`src/hdl/quad_dac_host_defines.vh`:
```
// offsets, fields, reset values and timing counts of the quad dac host
`ifndef QUAD_DAC_HOST_DEFINES_VH
`define QUAD_DAC_HOST_DEFINES_VH

`define ADDR_W            5
`define REG_CTRL          5'h00
`define REG_CMD           5'h04
`define REG_STATUS        5'h08
`define REG_READ_DATA     5'h0c
`define REG_SHADOW_BASE   5'h10

`define CTRL_DEV_RESET    0
`define CTRL_LOAD_HOLD    1
`define CTRL_LOAD_PULSE   2
`define CTRL_RESET_VAL    3'h1

`define CMD_DATA_MSB      11
`define CMD_SEL_LO        12
`define CMD_SEL_HI        13
`define CMD_READ          14
`define CMD_W             15

`define STAT_BUSY         0
`define STAT_READ_DONE    1
`define STAT_REFUSED      2
`define STAT_RESET_ON     3

`define DATA_W            12
`define CODE_MID_SCALE    12'h800
`define CODE_ZERO_SCALE   12'h000

`define CLK_PERIOD_NS     20
`define T_SETUP_NS        40
`define T_STROBE_NS       100
`define T_HOLD_NS         20
`define T_LOAD_NS         100
`define CYC_MIN(t)        (((t) + `CLK_PERIOD_NS - 1) / `CLK_PERIOD_NS)
`define SETUP_CYC         `CYC_MIN(`T_SETUP_NS)
`define STROBE_CYC        `CYC_MIN(`T_STROBE_NS)
`define HOLD_CYC          `CYC_MIN(`T_HOLD_NS)
`define LOAD_CYC          `CYC_MIN(`T_LOAD_NS)

`endif

```
`src/hdl/phase_timer.v`:
```
// down counter that times one bus phase and pulses done at its end
`timescale 1ns/10ps
module phase_timer
#(
  parameter W = 8
)
(
  input  wire         clk,
  input  wire         reset,
  input  wire         start,
  input  wire [W-1:0] count,
  output wire         done
);

  reg         run_q;
  reg [W-1:0] cnt_q;

  assign done = run_q && (cnt_q == {{(W-1){1'b0}}, 1'b1});

  // a start in the cycle of done begins the next phase seamlessly
  always @(posedge clk or posedge reset)
  begin
    if (reset)
    begin
      run_q <= 1'b0;
      cnt_q <= {W{1'b0}};
    end
    else if (start)
    begin
      run_q <= 1'b1;
      cnt_q <= count;
    end
    else if (done)
    begin
      run_q <= 1'b0;
      cnt_q <= {W{1'b0}};
    end
    else if (run_q)
    begin
      cnt_q <= cnt_q - {{(W-1){1'b0}}, 1'b1};
    end
  end

endmodule

```
`src/hdl/quad_dac_host.v`:
```
// host controller driving the parallel port of a quad 12-bit converter
`timescale 1ns/10ps
`include "quad_dac_host_defines.vh"

module quad_dac_host
#(
  parameter             MID_SCALE  = 1,
  parameter [7:0]       SETUP_CYC  = `SETUP_CYC,
  parameter [7:0]       STROBE_CYC = `STROBE_CYC,
  parameter [7:0]       HOLD_CYC   = `HOLD_CYC,
  parameter [7:0]       LOAD_CYC   = `LOAD_CYC
)
(
  input  wire               clk,
  input  wire               reset,
  input  wire [`ADDR_W-1:0] addr,
  input  wire [31:0]        wdata,
  input  wire               wr,
  input  wire               rd,
  output reg  [31:0]        rdata,
  output reg  [`DATA_W-1:0] data_out,
  output reg                data_oe,
  input  wire [`DATA_W-1:0] data_in,
  output reg                read_write,
  output reg                channel_select_hi,
  output reg                channel_select_lo,
  output reg                chip_select_n,
  output wire               load_converters_n,
  output wire               dev_reset_n
);

  localparam [2:0] ST_IDLE   = 3'h0;
  localparam [2:0] ST_SETUP  = 3'h1;
  localparam [2:0] ST_STROBE = 3'h2;
  localparam [2:0] ST_HOLD   = 3'h3;
  localparam [2:0] ST_LOAD   = 3'h4;

  localparam [`DATA_W-1:0] RESET_CODE =
    (MID_SCALE != 0) ? `CODE_MID_SCALE : `CODE_ZERO_SCALE;

  reg [2:0]             state_q;
  reg [2:0]             ctrl_q;
  reg [`CMD_W-1:0]      cmd_q;
  reg                   read_done_q;
  reg                   refused_q;
  reg                   load_pulse_q;
  reg [`DATA_W-1:0]     rd_word_q;
  reg [1:0]             rd_chan_q;
  reg [`DATA_W-1:0]     shadow_q [0:3];
  reg [7:0]             tmr_count;
  reg                   tmr_start;
  wire                  tmr_done;

  wire busy      = (state_q != ST_IDLE);
  wire dev_rst   = ctrl_q[`CTRL_DEV_RESET];
  wire cmd_wr    = wr && (addr == `REG_CMD);
  wire cmd_ok    = cmd_wr && !busy && !dev_rst;
  wire ctrl_wr   = wr && (addr == `REG_CTRL);
  wire pulse_req = ctrl_wr && wdata[`CTRL_LOAD_PULSE];
  wire pulse_ok  = pulse_req && !busy && !cmd_wr;
  wire stat_wr   = wr && (addr == `REG_STATUS);
  wire cmd_read  = cmd_q[`CMD_READ];
  wire [1:0] cmd_chan = {cmd_q[`CMD_SEL_HI], cmd_q[`CMD_SEL_LO]};

  // channel index 0..3 is a..d: hi bit picks c/d, lo bit picks b/d
  function [1:0] chan_index;
    input sel_hi;
    input sel_lo;
    begin
      chan_index = {sel_hi, sel_lo};
    end
  endfunction

  function in_window;
    input [`ADDR_W-1:0] a;
    begin
      in_window = (a >= `REG_SHADOW_BASE) &&
                  (a <= `REG_SHADOW_BASE + 5'h0c) && (a[1:0] == 2'b00);
    end
  endfunction

  phase_timer #(.W(8)) u_timer
  (
    .clk   (clk),
    .reset (reset),
    .start (tmr_start),
    .count (tmr_count),
    .done  (tmr_done)
  );

  // device reset held low from host reset until software releases it
  assign dev_reset_n = ~dev_rst;
  // hold mode keeps the converters transparent; a pulse loads them once
  assign load_converters_n =
    ~(ctrl_q[`CTRL_LOAD_HOLD] | load_pulse_q);

  always @*
  begin
    tmr_start = 1'b0;
    tmr_count = SETUP_CYC;
    case (state_q)
      ST_IDLE:
      begin
        if (cmd_ok)
        begin
          tmr_start = 1'b1;
          tmr_count = SETUP_CYC;
        end
        else if (pulse_ok)
        begin
          tmr_start = 1'b1;
          tmr_count = LOAD_CYC;
        end
      end
      ST_SETUP:
      begin
        tmr_start = tmr_done;
        tmr_count = STROBE_CYC;
      end
      ST_STROBE:
      begin
        tmr_start = tmr_done;
        tmr_count = HOLD_CYC;
      end
      default:
      begin
        tmr_start = 1'b0;
        tmr_count = SETUP_CYC;
      end
    endcase
  end

  always @(posedge clk or posedge reset)
  begin
    if (reset)
    begin
      state_q           <= ST_IDLE;
      cmd_q             <= {`CMD_W{1'b0}};
      load_pulse_q      <= 1'b0;
      data_out          <= {`DATA_W{1'b0}};
      data_oe           <= 1'b0;
      read_write        <= 1'b1;
      channel_select_hi <= 1'b0;
      channel_select_lo <= 1'b0;
      chip_select_n     <= 1'b1;
      rd_word_q         <= {`DATA_W{1'b0}};
      rd_chan_q         <= 2'b00;
    end
    else
    begin
      case (state_q)
        ST_IDLE:
        begin
          if (cmd_ok)
          begin
            cmd_q             <= wdata[`CMD_W-1:0];
            state_q           <= ST_SETUP;
            channel_select_hi <= wdata[`CMD_SEL_HI];
            channel_select_lo <= wdata[`CMD_SEL_LO];
            read_write        <= wdata[`CMD_READ];
            data_out          <= wdata[`CMD_DATA_MSB:0];
            // never drive against the device during a readback
            data_oe           <= ~wdata[`CMD_READ];
          end
          else if (pulse_ok)
          begin
            state_q      <= ST_LOAD;
            load_pulse_q <= 1'b1;
          end
        end
        ST_SETUP:
        begin
          if (tmr_done)
          begin
            state_q       <= ST_STROBE;
            chip_select_n <= 1'b0;
          end
        end
        ST_STROBE:
        begin
          if (tmr_done)
          begin
            state_q       <= ST_HOLD;
            // word and address stay put while the latch closes
            chip_select_n <= 1'b1;
            if (cmd_read)
            begin
              rd_word_q <= data_in;
              rd_chan_q <= cmd_chan;
            end
          end
        end
        ST_HOLD:
        begin
          if (tmr_done)
          begin
            state_q    <= ST_IDLE;
            data_oe    <= 1'b0;
            read_write <= 1'b1;
          end
        end
        ST_LOAD:
        begin
          if (tmr_done)
          begin
            state_q      <= ST_IDLE;
            load_pulse_q <= 1'b0;
          end
        end
        default:
        begin
          state_q <= ST_IDLE;
        end
      endcase
    end
  end

  // host copy of each input register, updated as the strobe closes
  always @(posedge clk or posedge reset)
  begin : shadow_blk
    integer i;
    if (reset)
    begin
      for (i = 0; i < 4; i = i + 1)
        shadow_q[i] <= RESET_CODE;
    end
    else if (dev_rst)
    begin
      for (i = 0; i < 4; i = i + 1)
        shadow_q[i] <= RESET_CODE;
    end
    else if (state_q == ST_STROBE && tmr_done && !cmd_read)
    begin
      // only the addressed channel changes; the rest keep their code
      shadow_q[chan_index(cmd_q[`CMD_SEL_HI], cmd_q[`CMD_SEL_LO])] <=
        cmd_q[`CMD_DATA_MSB:0];
    end
  end

  // sticky flags: a set in the clearing cycle wins
  always @(posedge clk or posedge reset)
  begin
    if (reset)
    begin
      ctrl_q      <= `CTRL_RESET_VAL;
      read_done_q <= 1'b0;
      refused_q   <= 1'b0;
    end
    else
    begin
      if (ctrl_wr)
      begin
        ctrl_q <= {1'b0, wdata[`CTRL_LOAD_HOLD], wdata[`CTRL_DEV_RESET]};
      end
      if (state_q == ST_STROBE && tmr_done && cmd_read)
        read_done_q <= 1'b1;
      else if (stat_wr && wdata[`STAT_READ_DONE])
        read_done_q <= 1'b0;
      if ((cmd_wr && !cmd_ok) || (pulse_req && !pulse_ok))
        refused_q <= 1'b1;
      else if (stat_wr && wdata[`STAT_REFUSED])
        refused_q <= 1'b0;
    end
  end

  always @(posedge clk or posedge reset)
  begin
    if (reset)
    begin
      rdata <= 32'h00000000;
    end
    else if (rd)
    begin
      if (addr == `REG_CTRL)
        rdata <= {30'h00000000, ctrl_q[1:0]};
      else if (addr == `REG_CMD)
        rdata <= {17'h00000, cmd_q};
      else if (addr == `REG_STATUS)
        rdata <= {28'h0000000, dev_rst, refused_q, read_done_q, busy};
      else if (addr == `REG_READ_DATA)
        rdata <= {18'h00000, rd_chan_q, rd_word_q};
      else if (in_window(addr))
        rdata <= {20'h00000, shadow_q[addr[3:2]]};
      else
        rdata <= 32'h00000000;
    end
    else
    begin
      rdata <= 32'h00000000;
    end
  end

endmodule

```
`config.mk`:
```
export PLATFORM = sky130hd
export DESIGN_NAME = quad_dac_host
export DESIGN_NICKNAME = d
export VERILOG_FILES = /design/src/hdl/phase_timer.v /design/src/hdl/quad_dac_host.v
export VERILOG_INCLUDE_DIRS = /design/src /design/src/hdl
export SDC_FILE = /design/constraint.sdc
export NUM_CORES = 1
export LEC_CHECK = 0
export BUFFER_PORTS_ARGS = -buffer_cell sky130_fd_sc_hd__buf_2
export CAP_MARGIN = 25
export CORE_MARGIN = 4
export CORE_UTILIZATION = 50
export DETAILED_ROUTE_END_ITERATION = 6
export PLACE_DENSITY = 0.73
export SYNTH_ARGS = -nofsm -noshare
export SYNTH_HDL_FRONTEND = slang
export SYNTH_HIERARCHICAL = 1
export SYNTH_SLANG_ARGS = --single-unit
```
`constraint.sdc`:
```
create_clock -name clk -period 4.4 [get_ports clk]
set_input_delay 0.88 -clock clk [delete_from_list [all_inputs] [get_ports clk]]
set_output_delay 0.88 -clock clk [all_outputs]
set_load 0.01 [all_outputs]
```
==> results of run 1 <==
## power by group
| part | internal, W | total (W) | switching [W] |
|---|---|---|---|
| sequential | 0.00108 | 0.00114 | 0.0000577 |
| clock | 0.000278 | 0.000618 | 0.000340 |
| combinational | 0.000129 | 0.000298 | 0.000169 |
## worst max-delay path by stage
stage,start,end,slack [ns],cells past startpoint
detailed placement,addr[3],u_timer/cnt_q[7],1.27,9
global route,u_timer/cnt_q[3],rd_word_q[10],1.17,5
finish,u_timer/cnt_q[3],rd_word_q[10],1.32,5
floorplan,reset,cmd_q[11],0.83,1
global placement,addr[3],u_timer/cnt_q[7],1.36,9
CTS,u_timer/cnt_q[3],rd_word_q[10],1.33,5
## final cells by class
class / instances / area [µm²]
clock buffer: 11 / 141.4
clock inverter: 5 / 56.30
fill: 955 / 4882
inverter: 10 / 40.04
multi-input combinational: 352 / 2384
sequential: 112 / 2811
tap: 140 / 175.2
timing repair buffer: 76 / 397.9
## sequential cells by signal, summed over array words and instances, names as in the netlist
signal,flops
chip_select_n,1
cmd_q,4
ctrl_q,2
data_oe,1
data_out,11
load_pulse_q,1
rd_chan_q,2
rd_word_q,12
rdata,15
read_done_q,1
read_write,1
refused_q,1
shadow_q,48
state_q,3
u_timer/cnt_q,8
u_timer/run_q,1
## metrics by stage
stage | std cells | instance area (µm²) | total power [W] | setup WS (ns)
final | 706 | 6006 | 0.002054 | 1.318
after global routing | 706 | 6006 | 0.002155 | 1.165
after CTS | 706 | 6006 | 0.002073 | 1.330
after detailed placement | 690 | 5808 | 0.001458 | 1.272
after global placement | 690 | 5808 | 0.001442 | 1.357
after floorplan | 539 | 5642 | 0.001391 | 0.8277
## cells in the final DEF, fill, tap and decap left out, drive strengths merged, types with 3 or more instances in the layout
master    n
buf      76
dfrtp   105
nor3b     3
nor2     28
nand2    89
clkinv    3
a21oi    60
mux2i    13
nor4      3
o21ai    10
o31ai     4
nor3      9
nor4b     3
mux2     37
conb     22
inv      10
nand3     3
a22oi    12
mux4     10
clkbuf   11
dfstp     7
## critical path: cells and delay by family, from the launching register on
family	cells	cell delay, ns
simple gates	4	2.15
mux	1	0.42
flops	1	0.41
## layer usage
layer  share of wire (%)  track usage [%]  vias to the layer above  wire length [µm]
met5                   0                0                        -                 0
met4                0.92            6.170                        0               112
met3                 7.1            4.509                        8               862
met2                  51            33.25                      112              6143
met1                  41            24.96                     1898              5026
li1                    -                -                     1847                 -
## kinds of logic (layout without fill, tap and decap cells)
| kind of cell | count (synthesis) | count (layout) | share of synthesized area (%) |
|---|---|---|---|
| AO/OA/AOI/OAI | 104 | 104 | 11.31 |
| XOR/XNOR | 4 | 4 | 0.6299 |
| adder cells (fa/ha/maj) | 2 | 2 | 0.4498 |
| buffers and inverters | 75 | 102 | 8.030 |
| flip-flops | 112 | 112 | 50.54 |
| multiplexers | 60 | 60 | 14.28 |
| other | 1 | 22 | 0.06741 |
| AND/OR/NAND/NOR | 160 | 160 | 14.69 |
==> run_summary.xml, run 1 <==
<?xml version="1.0" encoding="UTF-8"?>
<metrics>
  <group name="timing">
    <metric name="maxSlewHeadroom" unit="%">38.84</metric>
    <metric name="clock-skew-final" unit="ns">0.01514</metric>
    <metric name="timing_max_transition_violations_final" unit="">0</metric>
    <metric name="worst_margin_slew" unit="ns">0.9174</metric>
    <metric name="setup_viol_count_final" unit="">0</metric>
    <metric name="final_period_minus_worst_setup_slack" unit="ns">3.082</metric>
    <metric name="setup-tns-final" unit="ns">0</metric>
    <metric name="rsz0062_at_grt" unit="">no</metric>
    <metric name="max_clock_freq" unit="GHz">0.3244</metric>
    <metric name="hold_ws" unit="ns">0.4737</metric>
    <metric name="hold_viol" unit="">0</metric>
    <metric name="tcrit_tclk_final" unit="%">70.05</metric>
  </group>
  <group name="critical_path">
    <metric name="worstPathMaxFanout" unit="">15</metric>
    <metric name="r2r.worst_path.cells" unit="">5</metric>
    <metric name="worst_ep_required_time" unit="ns">4.67</metric>
    <metric name="startpoint_class" unit="">register</metric>
    <metric name="critPathArrivalTime" unit="ns">3.35</metric>
    <metric name="worst_r2r_startpoint" unit="">u_timer/cnt_q[3]</metric>
    <metric name="cell_with_the_most_instances_on_the_worst_path" unit="">sky130_fd_sc_hd__and3b_1</metric>
    <metric name="crit_chain" unit="">or4_1, nor3_1, and3b_1, and3b_1, mux2_2</metric>
    <metric name="critical_path_top_delay_cell" unit="">sky130_fd_sc_hd__and3b_1</metric>
    <metric name="timing.critical_path.to_type" unit="">register</metric>
    <metric name="worst-setup-path-type" unit="">reg2reg</metric>
    <metric name="timing.critical_path.slowest_cell_delay" unit="ns">0.83</metric>
    <metric name="r2r_end" unit="">rd_word_q[10]</metric>
    <metric name="r2r_slack" unit="ns">1.32</metric>
  </group>
  <group name="finish">
    <metric name="fin_util" unit="%">55.16</metric>
    <metric name="final_nets" unit="">616</metric>
    <metric name="synthToLayoutAreaGrowth" unit="%">7.962</metric>
    <metric name="post_route_cells_drive_above_1_share" unit="%">27.92</metric>
    <metric name="insertedDiodeCount" unit="">0</metric>
  </group>
  <group name="placed_design">
    <metric name="globalplace.congestion" unit="">0.8059</metric>
    <metric name="hpwl_after_detailed_placement" unit="µm">8149</metric>
    <metric name="count_of_buffers_inserted_at_the_top_level_ports" unit="">69</metric>
  </group>
  <group name="detailed_routing">
    <metric name="drt-total-wl" unit="µm">12140</metric>
    <metric name="detail_route.drc_violations" unit="">0</metric>
    <metric name="first_iter_violations" unit="">289</metric>
    <metric name="via_to_cell_ratio" unit="">5.475</metric>
    <metric name="route.detailed.wl_per_inst" unit="µm">17.20</metric>
    <metric name="ant_nets" unit="">0</metric>
    <metric name="detail_route.first_pass.iterations" unit="">4</metric>
    <metric name="detailroute.via_count" unit="">3865</metric>
  </group>
  <group name="run">
    <metric name="cap_viol_max_count" unit="">0</metric>
  </group>
  <group name="logic_synthesis">
    <metric name="ys.warnings.count" unit="">6</metric>
    <metric name="synth_top_area_cell" unit="">sky130_fd_sc_hd__dfrtp_1</metric>
    <metric name="synth.avg_cell_area" unit="µm²">10.74</metric>
    <metric name="ys_seq_elements" unit="">112</metric>
    <metric name="count_of_flip_flops_with_a_built_in_enable_after_synthesis" unit="">0</metric>
    <metric name="postSynth.asyncResetShare" unit="%">100.0</metric>
    <metric name="postSynth.topFlopCell" unit="">sky130_fd_sc_hd__dfrtp_1</metric>
    <metric name="synth.top_cells.by_count" unit="">sky130_fd_sc_hd__dfrtp_1 (105), sky130_fd_sc_hd__nand2_1 (89), sky130_fd_sc_hd__a21oi_1 (60), sky130_fd_sc_hd__buf_4 (36), sky130_fd_sc_hd__mux2_2 (31)</metric>
    <metric name="most_frequent_cell_after_synthesis" unit="">sky130_fd_sc_hd__dfrtp_1</metric>
    <metric name="synthTopCellsByArea" unit="">sky130_fd_sc_hd__dfrtp_1 (47%), sky130_fd_sc_hd__mux2_2 (6.3%), sky130_fd_sc_hd__nand2_1 (6.0%)</metric>
    <metric name="yosysSeqAreaShare" unit="%">50.54</metric>
    <metric name="post_synth_inst_count" unit="">518</metric>
    <metric name="synthesis.area" unit="µm²">5563</metric>
    <metric name="yosys.cell_types.count" unit="">61</metric>
    <metric name="synth_top_area_share" unit="%">47.23</metric>
  </group>
  <group name="floorplanning">
    <metric name="ioPinCount" unit="">104</metric>
    <metric name="core_area" unit="µm²">10890</metric>
    <metric name="die_width" unit="µm">113.5</metric>
    <metric name="fp.dieArea" unit="µm²">12880</metric>
    <metric name="rows" unit="">38</metric>
    <metric name="start_util" unit="%">51.09</metric>
    <metric name="die_height" unit="µm">113.5</metric>
  </group>
  <group name="cts">
    <metric name="clock_sinks" unit="">112</metric>
    <metric name="cts_tree" unit="">built</metric>
    <metric name="postCtsHoldBufs" unit="">0</metric>
    <metric name="root_buffer" unit="">sky130_fd_sc_hd__clkbuf_8</metric>
    <metric name="clk_latency" unit="ns">0.38</metric>
    <metric name="ctsLongestPathBuffers" unit="">2</metric>
    <metric name="clk_pin_slew" unit="ns">0.10</metric>
    <metric name="tritoncts.num_buffers" unit="">9</metric>
    <metric name="post_cts_setup_repair_buffer_count" unit="">0</metric>
    <metric name="cts_htree_levels" unit="">3</metric>
    <metric name="cts_repair_resize_count" unit="">0</metric>
  </group>
  <group name="global_routing">
    <metric name="grt_remaining_overflow" unit="">0</metric>
    <metric name="grt.total_usage" unit="%">19.58</metric>
    <metric name="grt_antenna_before_repair" unit="">0</metric>
    <metric name="grt_pass1_wl" unit="µm">19870</metric>
    <metric name="vias_in_the_first_global_route" unit="">3947</metric>
    <metric name="maximum_number_of_pins_on_one_net_before_global_route_repair" unit="">63</metric>
  </group>
  <group name="run_status">
    <metric name="outcome" unit="">completed</metric>
  </group>
  <group name="pwr">
    <metric name="leakagePower" unit="nW">2.771</metric>
    <metric name="power-per-cell-area" unit="nW/µm²">342.0</metric>
    <metric name="peak_vdd_ir" unit="V">0.0002711</metric>
  </group>
  <group name="worst_hold_path">
    <metric name="hold_path_class" unit="">in2async</metric>
  </group>
</metrics>
Power figures use the tool's default switching activity.
==> run 2, diff against run 1 <==
==> constraint.sdc (replaced) <==
create_clock -name clk -period 2.9 [get_ports clk]
set_input_delay 0.58 -clock clk [delete_from_list [all_inputs] [get_ports clk]]
set_output_delay 0.58 -clock clk [all_outputs]
set_load 0.01 [all_outputs]
==> run_summary.xml, run 2 (synthesis gave the netlist of run 1 again) <==
<?xml version="1.0" encoding="UTF-8"?>
<metrics>
  <group name="finish">
    <metric name="layout_commonest_cell" unit="">sky130_fd_sc_hd__dfrtp_1</metric>
    <metric name="most-common-layout-cells" unit="">sky130_fd_sc_hd__dfrtp_1 (105), sky130_fd_sc_hd__nand2_1 (89), sky130_fd_sc_hd__buf_2 (69), sky130_fd_sc_hd__a21oi_1 (60), sky130_fd_sc_hd__mux2_2 (31)</metric>
    <metric name="top_register" unit="">shadow_q</metric>
    <metric name="largest_register_ffs" unit="">48</metric>
    <metric name="largest_registers_in_the_final_layout" unit="">shadow_q x48, rdata x15, rd_word_q x12</metric>
    <metric name="fillers" unit="">931</metric>
    <metric name="fin_util" unit="%">56.79</metric>
    <metric name="final_cell_area" unit="µm²">6183</metric>
    <metric name="synthToLayoutAreaGrowth" unit="%">11.16</metric>
    <metric name="post_route_cells_drive_above_1_share" unit="%">30.48</metric>
    <metric name="insertedDiodeCount" unit="">0</metric>
    <metric name="final_nets" unit="">634</metric>
  </group>
  <group name="detailed_routing">
    <metric name="via_to_cell_ratio" unit="">5.443</metric>
    <metric name="detail_route.drc_violations" unit="">0</metric>
    <metric name="ant_nets" unit="">0</metric>
    <metric name="first_iter_violations" unit="">357</metric>
    <metric name="drt-total-wl" unit="µm">12380</metric>
    <metric name="route.detailed.wl_per_inst" unit="µm">17.10</metric>
    <metric name="detailroute.via_count" unit="">3941</metric>
    <metric name="detail_route.first_pass.iterations" unit="">4</metric>
  </group>
  <group name="global_routing">
    <metric name="maximum_number_of_pins_on_one_net_before_global_route_repair" unit="">54</metric>
    <metric name="groute.layer.met1.usage" unit="%">25.25</metric>
    <metric name="grt.total_usage" unit="%">19.93</metric>
    <metric name="vias_in_the_first_global_route" unit="">4090</metric>
    <metric name="groute.layer.met2.usage" unit="%">34.59</metric>
    <metric name="grt_remaining_overflow" unit="">0</metric>
    <metric name="globalRoute.busiestLayer" unit="">met2</metric>
    <metric name="grt_antenna_before_repair" unit="">0</metric>
    <metric name="grt_pass1_wl" unit="µm">20240</metric>
    <metric name="globalRouteMet3Util" unit="%">4.032</metric>
  </group>
  <group name="timing">
    <metric name="maxSlewHeadroom" unit="%">49.90</metric>
    <metric name="tcrit_tclk_final" unit="%">94.93</metric>
    <metric name="timing_max_transition_violations_final" unit="">0</metric>
    <metric name="hold_ws" unit="ns">0.1759</metric>
    <metric name="final_period_minus_worst_setup_slack" unit="ns">2.753</metric>
    <metric name="worst_margin_slew" unit="ns">0.7500</metric>
    <metric name="setup_viol_count_final" unit="">0</metric>
    <metric name="hold_viol" unit="">0</metric>
    <metric name="max_clock_freq" unit="GHz">0.3632</metric>
    <metric name="clock-skew-final" unit="ns">0.01150</metric>
  </group>
  <group name="run_status">
    <metric name="outcome" unit="">completed</metric>
  </group>
  <group name="placed_design">
    <metric name="hpwl_after_detailed_placement" unit="µm">8629</metric>
    <metric name="globalplace.congestion" unit="">0.8541</metric>
    <metric name="place_area" unit="µm²">5974</metric>
    <metric name="count_of_buffers_inserted_at_the_top_level_ports" unit="">69</metric>
  </group>
  <group name="critical_path">
    <metric name="worst-setup-path-type" unit="">reg2reg</metric>
    <metric name="worst_ep_required_time" unit="ns">3.18</metric>
    <metric name="worstPathMaxFanout" unit="">6</metric>
    <metric name="timing.critical_path.to_type" unit="">register</metric>
    <metric name="startpoint_class" unit="">register</metric>
    <metric name="critPathArrivalTime" unit="ns">3.03</metric>
  </group>
  <group name="pwr">
    <metric name="p_total" unit="W">0.003159</metric>
    <metric name="peak_vdd_ir" unit="V">0.0003796</metric>
    <metric name="leakagePower" unit="nW">2.879</metric>
    <metric name="power-per-cell-area" unit="nW/µm²">510.9</metric>
  </group>
  <group name="cts">
    <metric name="clock_sinks" unit="">112</metric>
    <metric name="root_buffer" unit="">sky130_fd_sc_hd__clkbuf_8</metric>
    <metric name="cts_htree_levels" unit="">3</metric>
    <metric name="postCtsHoldBufs" unit="">0</metric>
    <metric name="clk_latency" unit="ns">0.39</metric>
    <metric name="tritoncts.num_buffers" unit="">9</metric>
    <metric name="cts_tree" unit="">built</metric>
    <metric name="clk_pin_slew" unit="ns">0.11</metric>
    <metric name="post_cts_setup_repair_buffer_count" unit="">0</metric>
    <metric name="ctsLongestPathBuffers" unit="">2</metric>
  </group>
  <group name="floorplanning">
    <metric name="ioPinCount" unit="">104</metric>
    <metric name="die_width" unit="µm">113.5</metric>
    <metric name="rows" unit="">38</metric>
    <metric name="die_height" unit="µm">113.5</metric>
    <metric name="core_area" unit="µm²">10890</metric>
    <metric name="fp.dieArea" unit="µm²">12880</metric>
    <metric name="start_util" unit="%">51.09</metric>
  </group>
  <group name="worst_hold_path">
    <metric name="hold_path_class" unit="">in2async</metric>
  </group>
  <group name="run">
    <metric name="cap_viol_max_count" unit="">0</metric>
  </group>
</metrics>
-- run 2: changes by cell type in the layout (fill, tap and decap cells not counted) --
cell                       delta
sky130_fd_sc_hd__inv_4        -1
sky130_fd_sc_hd__buf_12       +2
sky130_fd_sc_hd__inv_6        +3
sky130_fd_sc_hd__buf_4       +16
sky130_fd_sc_hd__clkinv_4     +1
sky130_fd_sc_hd__clkbuf_1     -1
sky130_fd_sc_hd__nor3_1       -1
sky130_fd_sc_hd__clkbuf_8     -1
sky130_fd_sc_hd__clkinv_2     -1
sky130_fd_sc_hd__nor3_4       +1
-- run 2: timing repair --
item                                    in CTS  in global routing
resized for setup                            0                  1
hold endpoints to repair                     0                  0
endpoints found under the setup margin       0                 13
-- run 2: final timing paths --
path                                   from          endpoint  slack, ns  cells past startpoint
min in group clk                   wdata[4]       data_out[4]       0.41                      2
min reg2reg                     read_done_q       read_done_q       0.51                      1
max in group asynchronous             reset         ctrl_q[0]       1.85                      3
min                                   reset  u_timer/cnt_q[6]       0.18                      2
max reg2reg                u_timer/cnt_q[3]  u_timer/cnt_q[7]       0.15                     10
max                        u_timer/cnt_q[3]  u_timer/cnt_q[7]       0.15                     10
-- run 2: final cells by class --
type                            count  area, µm²  share of cell area, %
Multi-Input combinational cell    352       2395                  38.73
Inverter                           10      41.29                 0.6677
Sequential cell                   112       2811                  45.47
Clock inverter                      7      78.83                  1.275
Clock buffer                        9      123.9                  2.003
Tap cell                          140      175.2                  2.833
Timing Repair Buffer               94      558.0                  9.025
-- run 2: through the flow --
step | TNS (ns) | setup slack (ns) | instances
after floorplan | 0 | 0.1064 | 539
after global placement | 0 | 0.1636 | 708
after detailed placement | 0 | 0.1611 | 708
after CTS | 0 | 0.1173 | 724
after global routing | -0.008248 | -0.008248 | 724
final | 0 | 0.1469 | 724
-- run 2: critical path, stage by stage (launching register included) --
cell and delay, ns:
sky130_fd_sc_hd__dfrtp_1 0.42, sky130_fd_sc_hd__or4_1 0.65, sky130_fd_sc_hd__nor3_4 0.29, sky130_fd_sc_hd__buf_4 0.17, sky130_fd_sc_hd__nand3b_1 0.07, sky130_fd_sc_hd__o21ai_0 0.09, sky130_fd_sc_hd__a21oi_1 0.06, sky130_fd_sc_hd__o21ai_1 0.28
sky130_fd_sc_hd__inv_1 0.17, sky130_fd_sc_hd__o311a_2 0.16, sky130_fd_sc_hd__a211o_1 0.28
-- run 2: report_power, final --
group | switching (W) | internal, W | total [W]
registers | 0.0000938 | 0.00164 | 0.00173
logic | 0.000265 | 0.000203 | 0.000469
clock network | 0.000547 | 0.000411 | 0.000958
-- run 2: per-layer routing --
layer,vias up,share of wire (%)
met2,112,52
met1,1941,41
li1,1879,-
met5,-,0
met3,9,6.5
met4,0,0.83
==> run 3, diff against run 2 <==
--- a/config.mk
+++ b/config.mk
@@ -6,6 +6,7 @@
 export SDC_FILE = /design/constraint.sdc
 export NUM_CORES = 1
 export LEC_CHECK = 0
+export ABC_AREA = 1
 export BUFFER_PORTS_ARGS = -buffer_cell sky130_fd_sc_hd__buf_2
 export CAP_MARGIN = 25
 export CORE_MARGIN = 4
==> run_summary.xml, run 3 <==
<?xml version="1.0" encoding="UTF-8"?>
<metrics>
  <group name="logic_synthesis">
    <metric name="yosys-mux-area-fraction" unit="%">2.726</metric>
    <metric name="synthAdderAreaFrac" unit="%">0.4433</metric>
    <metric name="count_of_flip_flops_with_a_built_in_enable_after_synthesis" unit="">0</metric>
    <metric name="synth.avg_cell_area" unit="µm²">8.100</metric>
    <metric name="synth.top_cells.by_count" unit="">sky130_fd_sc_hd__nand2_1 (203), sky130_fd_sc_hd__dfrtp_1 (105), sky130_fd_sc_hd__inv_1 (83), sky130_fd_sc_hd__nor2_1 (55), sky130_fd_sc_hd__nand3_1 (49)</metric>
    <metric name="synth_simple_gate_area_share" unit="%">25.40</metric>
    <metric name="synth_top_area_cell" unit="">sky130_fd_sc_hd__dfrtp_1</metric>
    <metric name="post_synth_inst_count" unit="">697</metric>
    <metric name="most_frequent_cell_after_synthesis" unit="">sky130_fd_sc_hd__nand2_1</metric>
    <metric name="postSynth.asyncResetShare" unit="%">100.0</metric>
    <metric name="synth_top_area_share" unit="%">46.54</metric>
    <metric name="dominant_combinational_cell_family_by_area_after_synthesis" unit="">simple AND/OR/NAND/NOR gates</metric>
    <metric name="ys_seq_elements" unit="">112</metric>
    <metric name="synthesis.area" unit="µm²">5645</metric>
    <metric name="postSynth.topFlopCell" unit="">sky130_fd_sc_hd__dfrtp_1</metric>
    <metric name="synth-compound-area-share" unit="%">9.242</metric>
    <metric name="yosysSeqAreaShare" unit="%">49.80</metric>
    <metric name="ys.warnings.count" unit="">6</metric>
    <metric name="synth_xor_xnor_area_share" unit="%">0.1551</metric>
    <metric name="yosys.cell_types.count" unit="">38</metric>
    <metric name="synthTopCellsByArea" unit="">sky130_fd_sc_hd__dfrtp_1 (47%), sky130_fd_sc_hd__nand2_1 (13%), sky130_fd_sc_hd__inv_1 (5.5%)</metric>
  </group>
  <group name="detailed_routing">
    <metric name="first_iter_violations" unit="">382</metric>
    <metric name="ant_nets" unit="">0</metric>
    <metric name="detail_route.first_pass.iterations" unit="">6</metric>
    <metric name="detailroute.via_count" unit="">4869</metric>
    <metric name="via_to_cell_ratio" unit="">5.351</metric>
    <metric name="drt-total-wl" unit="µm">14500</metric>
    <metric name="detail_route.drc_violations" unit="">0</metric>
    <metric name="route.detailed.wl_per_inst" unit="µm">15.93</metric>
  </group>
  <group name="finish">
    <metric name="synthToLayoutAreaGrowth" unit="%">11.68</metric>
    <metric name="post_route_cells_drive_above_1_share" unit="%">18.31</metric>
    <metric name="insertedDiodeCount" unit="">0</metric>
    <metric name="final_nets" unit="">820</metric>
    <metric name="largest_register_ffs" unit="">48</metric>
    <metric name="largest_registers_in_the_final_layout" unit="">shadow_q x48, rdata x15, rd_word_q x12</metric>
    <metric name="top_register" unit="">shadow_q</metric>
    <metric name="final_cell_area" unit="µm²">6305</metric>
    <metric name="layout_commonest_cell" unit="">sky130_fd_sc_hd__nand2_1</metric>
    <metric name="most-common-layout-cells" unit="">sky130_fd_sc_hd__nand2_1 (203), sky130_fd_sc_hd__dfrtp_1 (105), sky130_fd_sc_hd__inv_1 (82), sky130_fd_sc_hd__buf_2 (69), sky130_fd_sc_hd__nor2_1 (55)</metric>
  </group>
  <group name="critical_path">
    <metric name="worst-setup-path-type" unit="">reg2reg</metric>
    <metric name="worstPathMaxFanout" unit="">9</metric>
    <metric name="critical_path.startpoint" unit="">state_q[1]</metric>
    <metric name="r2r_slack" unit="ns">0.56</metric>
    <metric name="worst_ep_required_time" unit="ns">3.11</metric>
    <metric name="startpoint_class" unit="">register</metric>
    <metric name="worst_r2r_startpoint" unit="">state_q[1]</metric>
    <metric name="timing.critical_path.to_type" unit="">register</metric>
    <metric name="r2r_end" unit="">u_timer/cnt_q[1]</metric>
    <metric name="critPathArrivalTime" unit="ns">2.55</metric>
    <metric name="critPathCapture" unit="">u_timer/cnt_q[1]</metric>
    <metric name="r2r.worst_path.cells" unit="">9</metric>
  </group>
  <group name="placed_design">
    <metric name="place_area" unit="µm²">6023</metric>
    <metric name="hpwl_after_detailed_placement" unit="µm">10430</metric>
    <metric name="globalplace.congestion" unit="">0.9616</metric>
    <metric name="count_of_buffers_inserted_at_the_top_level_ports" unit="">69</metric>
  </group>
  <group name="floorplanning">
    <metric name="start_util" unit="%">51.62</metric>
    <metric name="ioPinCount" unit="">104</metric>
    <metric name="core_area" unit="µm²">10940</metric>
    <metric name="rows" unit="">38</metric>
    <metric name="die_height" unit="µm">114.3</metric>
    <metric name="die_width" unit="µm">114.3</metric>
    <metric name="fp.dieArea" unit="µm²">13060</metric>
  </group>
  <group name="timing">
    <metric name="maxSlewHeadroom" unit="%">52.06</metric>
    <metric name="hold_viol" unit="">0</metric>
    <metric name="setup-tns-final" unit="ns">0</metric>
    <metric name="hold_ws" unit="ns">0.2267</metric>
    <metric name="final_period_minus_worst_setup_slack" unit="ns">2.338</metric>
    <metric name="clock-skew-final" unit="ns">0.01356</metric>
    <metric name="timing_max_transition_violations_final" unit="">0</metric>
    <metric name="worst_margin_slew" unit="ns">0.7183</metric>
    <metric name="tcrit_tclk_final" unit="%">80.61</metric>
    <metric name="setup_viol_count_final" unit="">0</metric>
    <metric name="rsz0062_at_grt" unit="">no</metric>
    <metric name="max_clock_freq" unit="GHz">0.4278</metric>
  </group>
  <group name="cts">
    <metric name="ctsLongestPathBuffers" unit="">2</metric>
    <metric name="cts_htree_levels" unit="">3</metric>
    <metric name="root_buffer" unit="">sky130_fd_sc_hd__clkbuf_16</metric>
    <metric name="post_cts_setup_repair_buffer_count" unit="">0</metric>
    <metric name="clk_pin_slew" unit="ns">0.08</metric>
    <metric name="postCtsHoldBufs" unit="">0</metric>
    <metric name="clock_sinks" unit="">112</metric>
    <metric name="cts_repair_resize_count" unit="">0</metric>
    <metric name="tritoncts.num_buffers" unit="">9</metric>
    <metric name="clk_latency" unit="ns">0.35</metric>
    <metric name="cts_tree" unit="">built</metric>
  </group>
  <group name="global_routing">
    <metric name="grt_antenna_before_repair" unit="">0</metric>
    <metric name="grt_remaining_overflow" unit="">0</metric>
    <metric name="vias_in_the_first_global_route" unit="">4963</metric>
    <metric name="maximum_number_of_pins_on_one_net_before_global_route_repair" unit="">30</metric>
    <metric name="grt_pass1_wl" unit="µm">24290</metric>
    <metric name="grt.total_usage" unit="%">23.35</metric>
  </group>
  <group name="pwr">
    <metric name="power-per-cell-area" unit="nW/µm²">695.8</metric>
    <metric name="leakagePower" unit="nW">3.288</metric>
    <metric name="peak_vdd_ir" unit="V">0.0005192</metric>
  </group>
  <group name="worst_hold_path">
    <metric name="hold_path_class" unit="">in2async</metric>
  </group>
  <group name="run">
    <metric name="cap_viol_max_count" unit="">0</metric>
  </group>
  <group name="run_status">
    <metric name="outcome" unit="">completed</metric>
  </group>
</metrics>
[run 3: cell count changes after synthesis, moves of 13 or more]
cell,before,now
sky130_fd_sc_hd__nand3_1,3,49
sky130_fd_sc_hd__mux2i_1,13,0
sky130_fd_sc_hd__o21ai_0,8,44
sky130_fd_sc_hd__nand2_1,89,203
sky130_fd_sc_hd__inv_1,10,83
sky130_fd_sc_hd__mux2_2,31,7
sky130_fd_sc_hd__o21ai_1,1,16
sky130_fd_sc_hd__a21oi_1,60,23
sky130_fd_sc_hd__nor2_1,28,55
[run 3: worst min path at each step]
stage / end / slack, ns / startpoint
floorplan: u_timer/cnt_q[0] / 0.41 / reset
global placement: shadow_q[16] / 0.46 / shadow_q[16]
detailed placement: shadow_q[16] / 0.47 / shadow_q[16]
CTS: u_timer/cnt_q[4] / 0.23 / reset
global route: u_timer/cnt_q[4] / 0.25 / reset
finish: u_timer/cnt_q[4] / 0.23 / reset
[run 3: logic make-up (layout without fill, tap and decap cells)]
group                      count (synthesis)  count (layout)
and+or+nand+nor                          334             334
buffers and inverters                    138             190
DFF                                      112             112
AOI/OAI and AO/OA                         97              97
muxes                                     12              12
adders and majority gates                  2               2
other                                      1              22
xor gates and xnor gates                   1               1
[run 3: through the flow]
step | setup WS, ns | utilization, % | total power [W] | std cells
after floorplan | 0.8207 | - | 0.002870 | 718
after detailed placement | 0.4164 | 55.08 | 0.003208 | 894
after global placement | 0.5235 | 55.08 | 0.003139 | 894
after global routing | 0.3927 | 57.65 | 0.004669 | 910
final | 0.5623 | 57.65 | 0.004387 | 910
after CTS | 0.5487 | 57.65 | 0.004397 | 910
[run 3: report_power, final]
| part | switching, W | total [W] | internal [W] |
|---|---|---|---|
| clock | 0.000576 | 0.00119 | 0.000614 |
| combinational | 0.000757 | 0.00116 | 0.000399 |
| sequential | 0.000241 | 0.00204 | 0.00180 |
[run 3: final cells by class]
class                           instances  area [µm²]
Timing Repair Buffer                   87       480.5
Fill cell                            1002        4631
Clock buffer                           11       242.7
Inverter                               87       330.3
Sequential cell                       112        2811
Tap cell                              140       175.2
Clock inverter                          5       38.79
Multi-Input combinational cell        468        2226
[run 3: worst max-delay path: stages (launching register included)]
cell,delay (ns)
sky130_fd_sc_hd__dfrtp_1,0.40
sky130_fd_sc_hd__inv_1,0.14
sky130_fd_sc_hd__nand2_1,0.11
sky130_fd_sc_hd__nor2_1,0.55
sky130_fd_sc_hd__nand4_1,0.23
sky130_fd_sc_hd__nand3_1,0.17
sky130_fd_sc_hd__nor2_1,0.05
sky130_fd_sc_hd__buf_4,0.16
sky130_fd_sc_hd__inv_1,0.21
sky130_fd_sc_hd__o221ai_1,0.17
[run 3: layer usage]
metal	wire length (µm)	global-route usage, %	vias to the layer above
li1	-	-	2279
met1	5892	30.32	2364
met2	7289	39.34	199
met3	1001	4.281	27
met4	314	8.234	0
met5	0	0	-
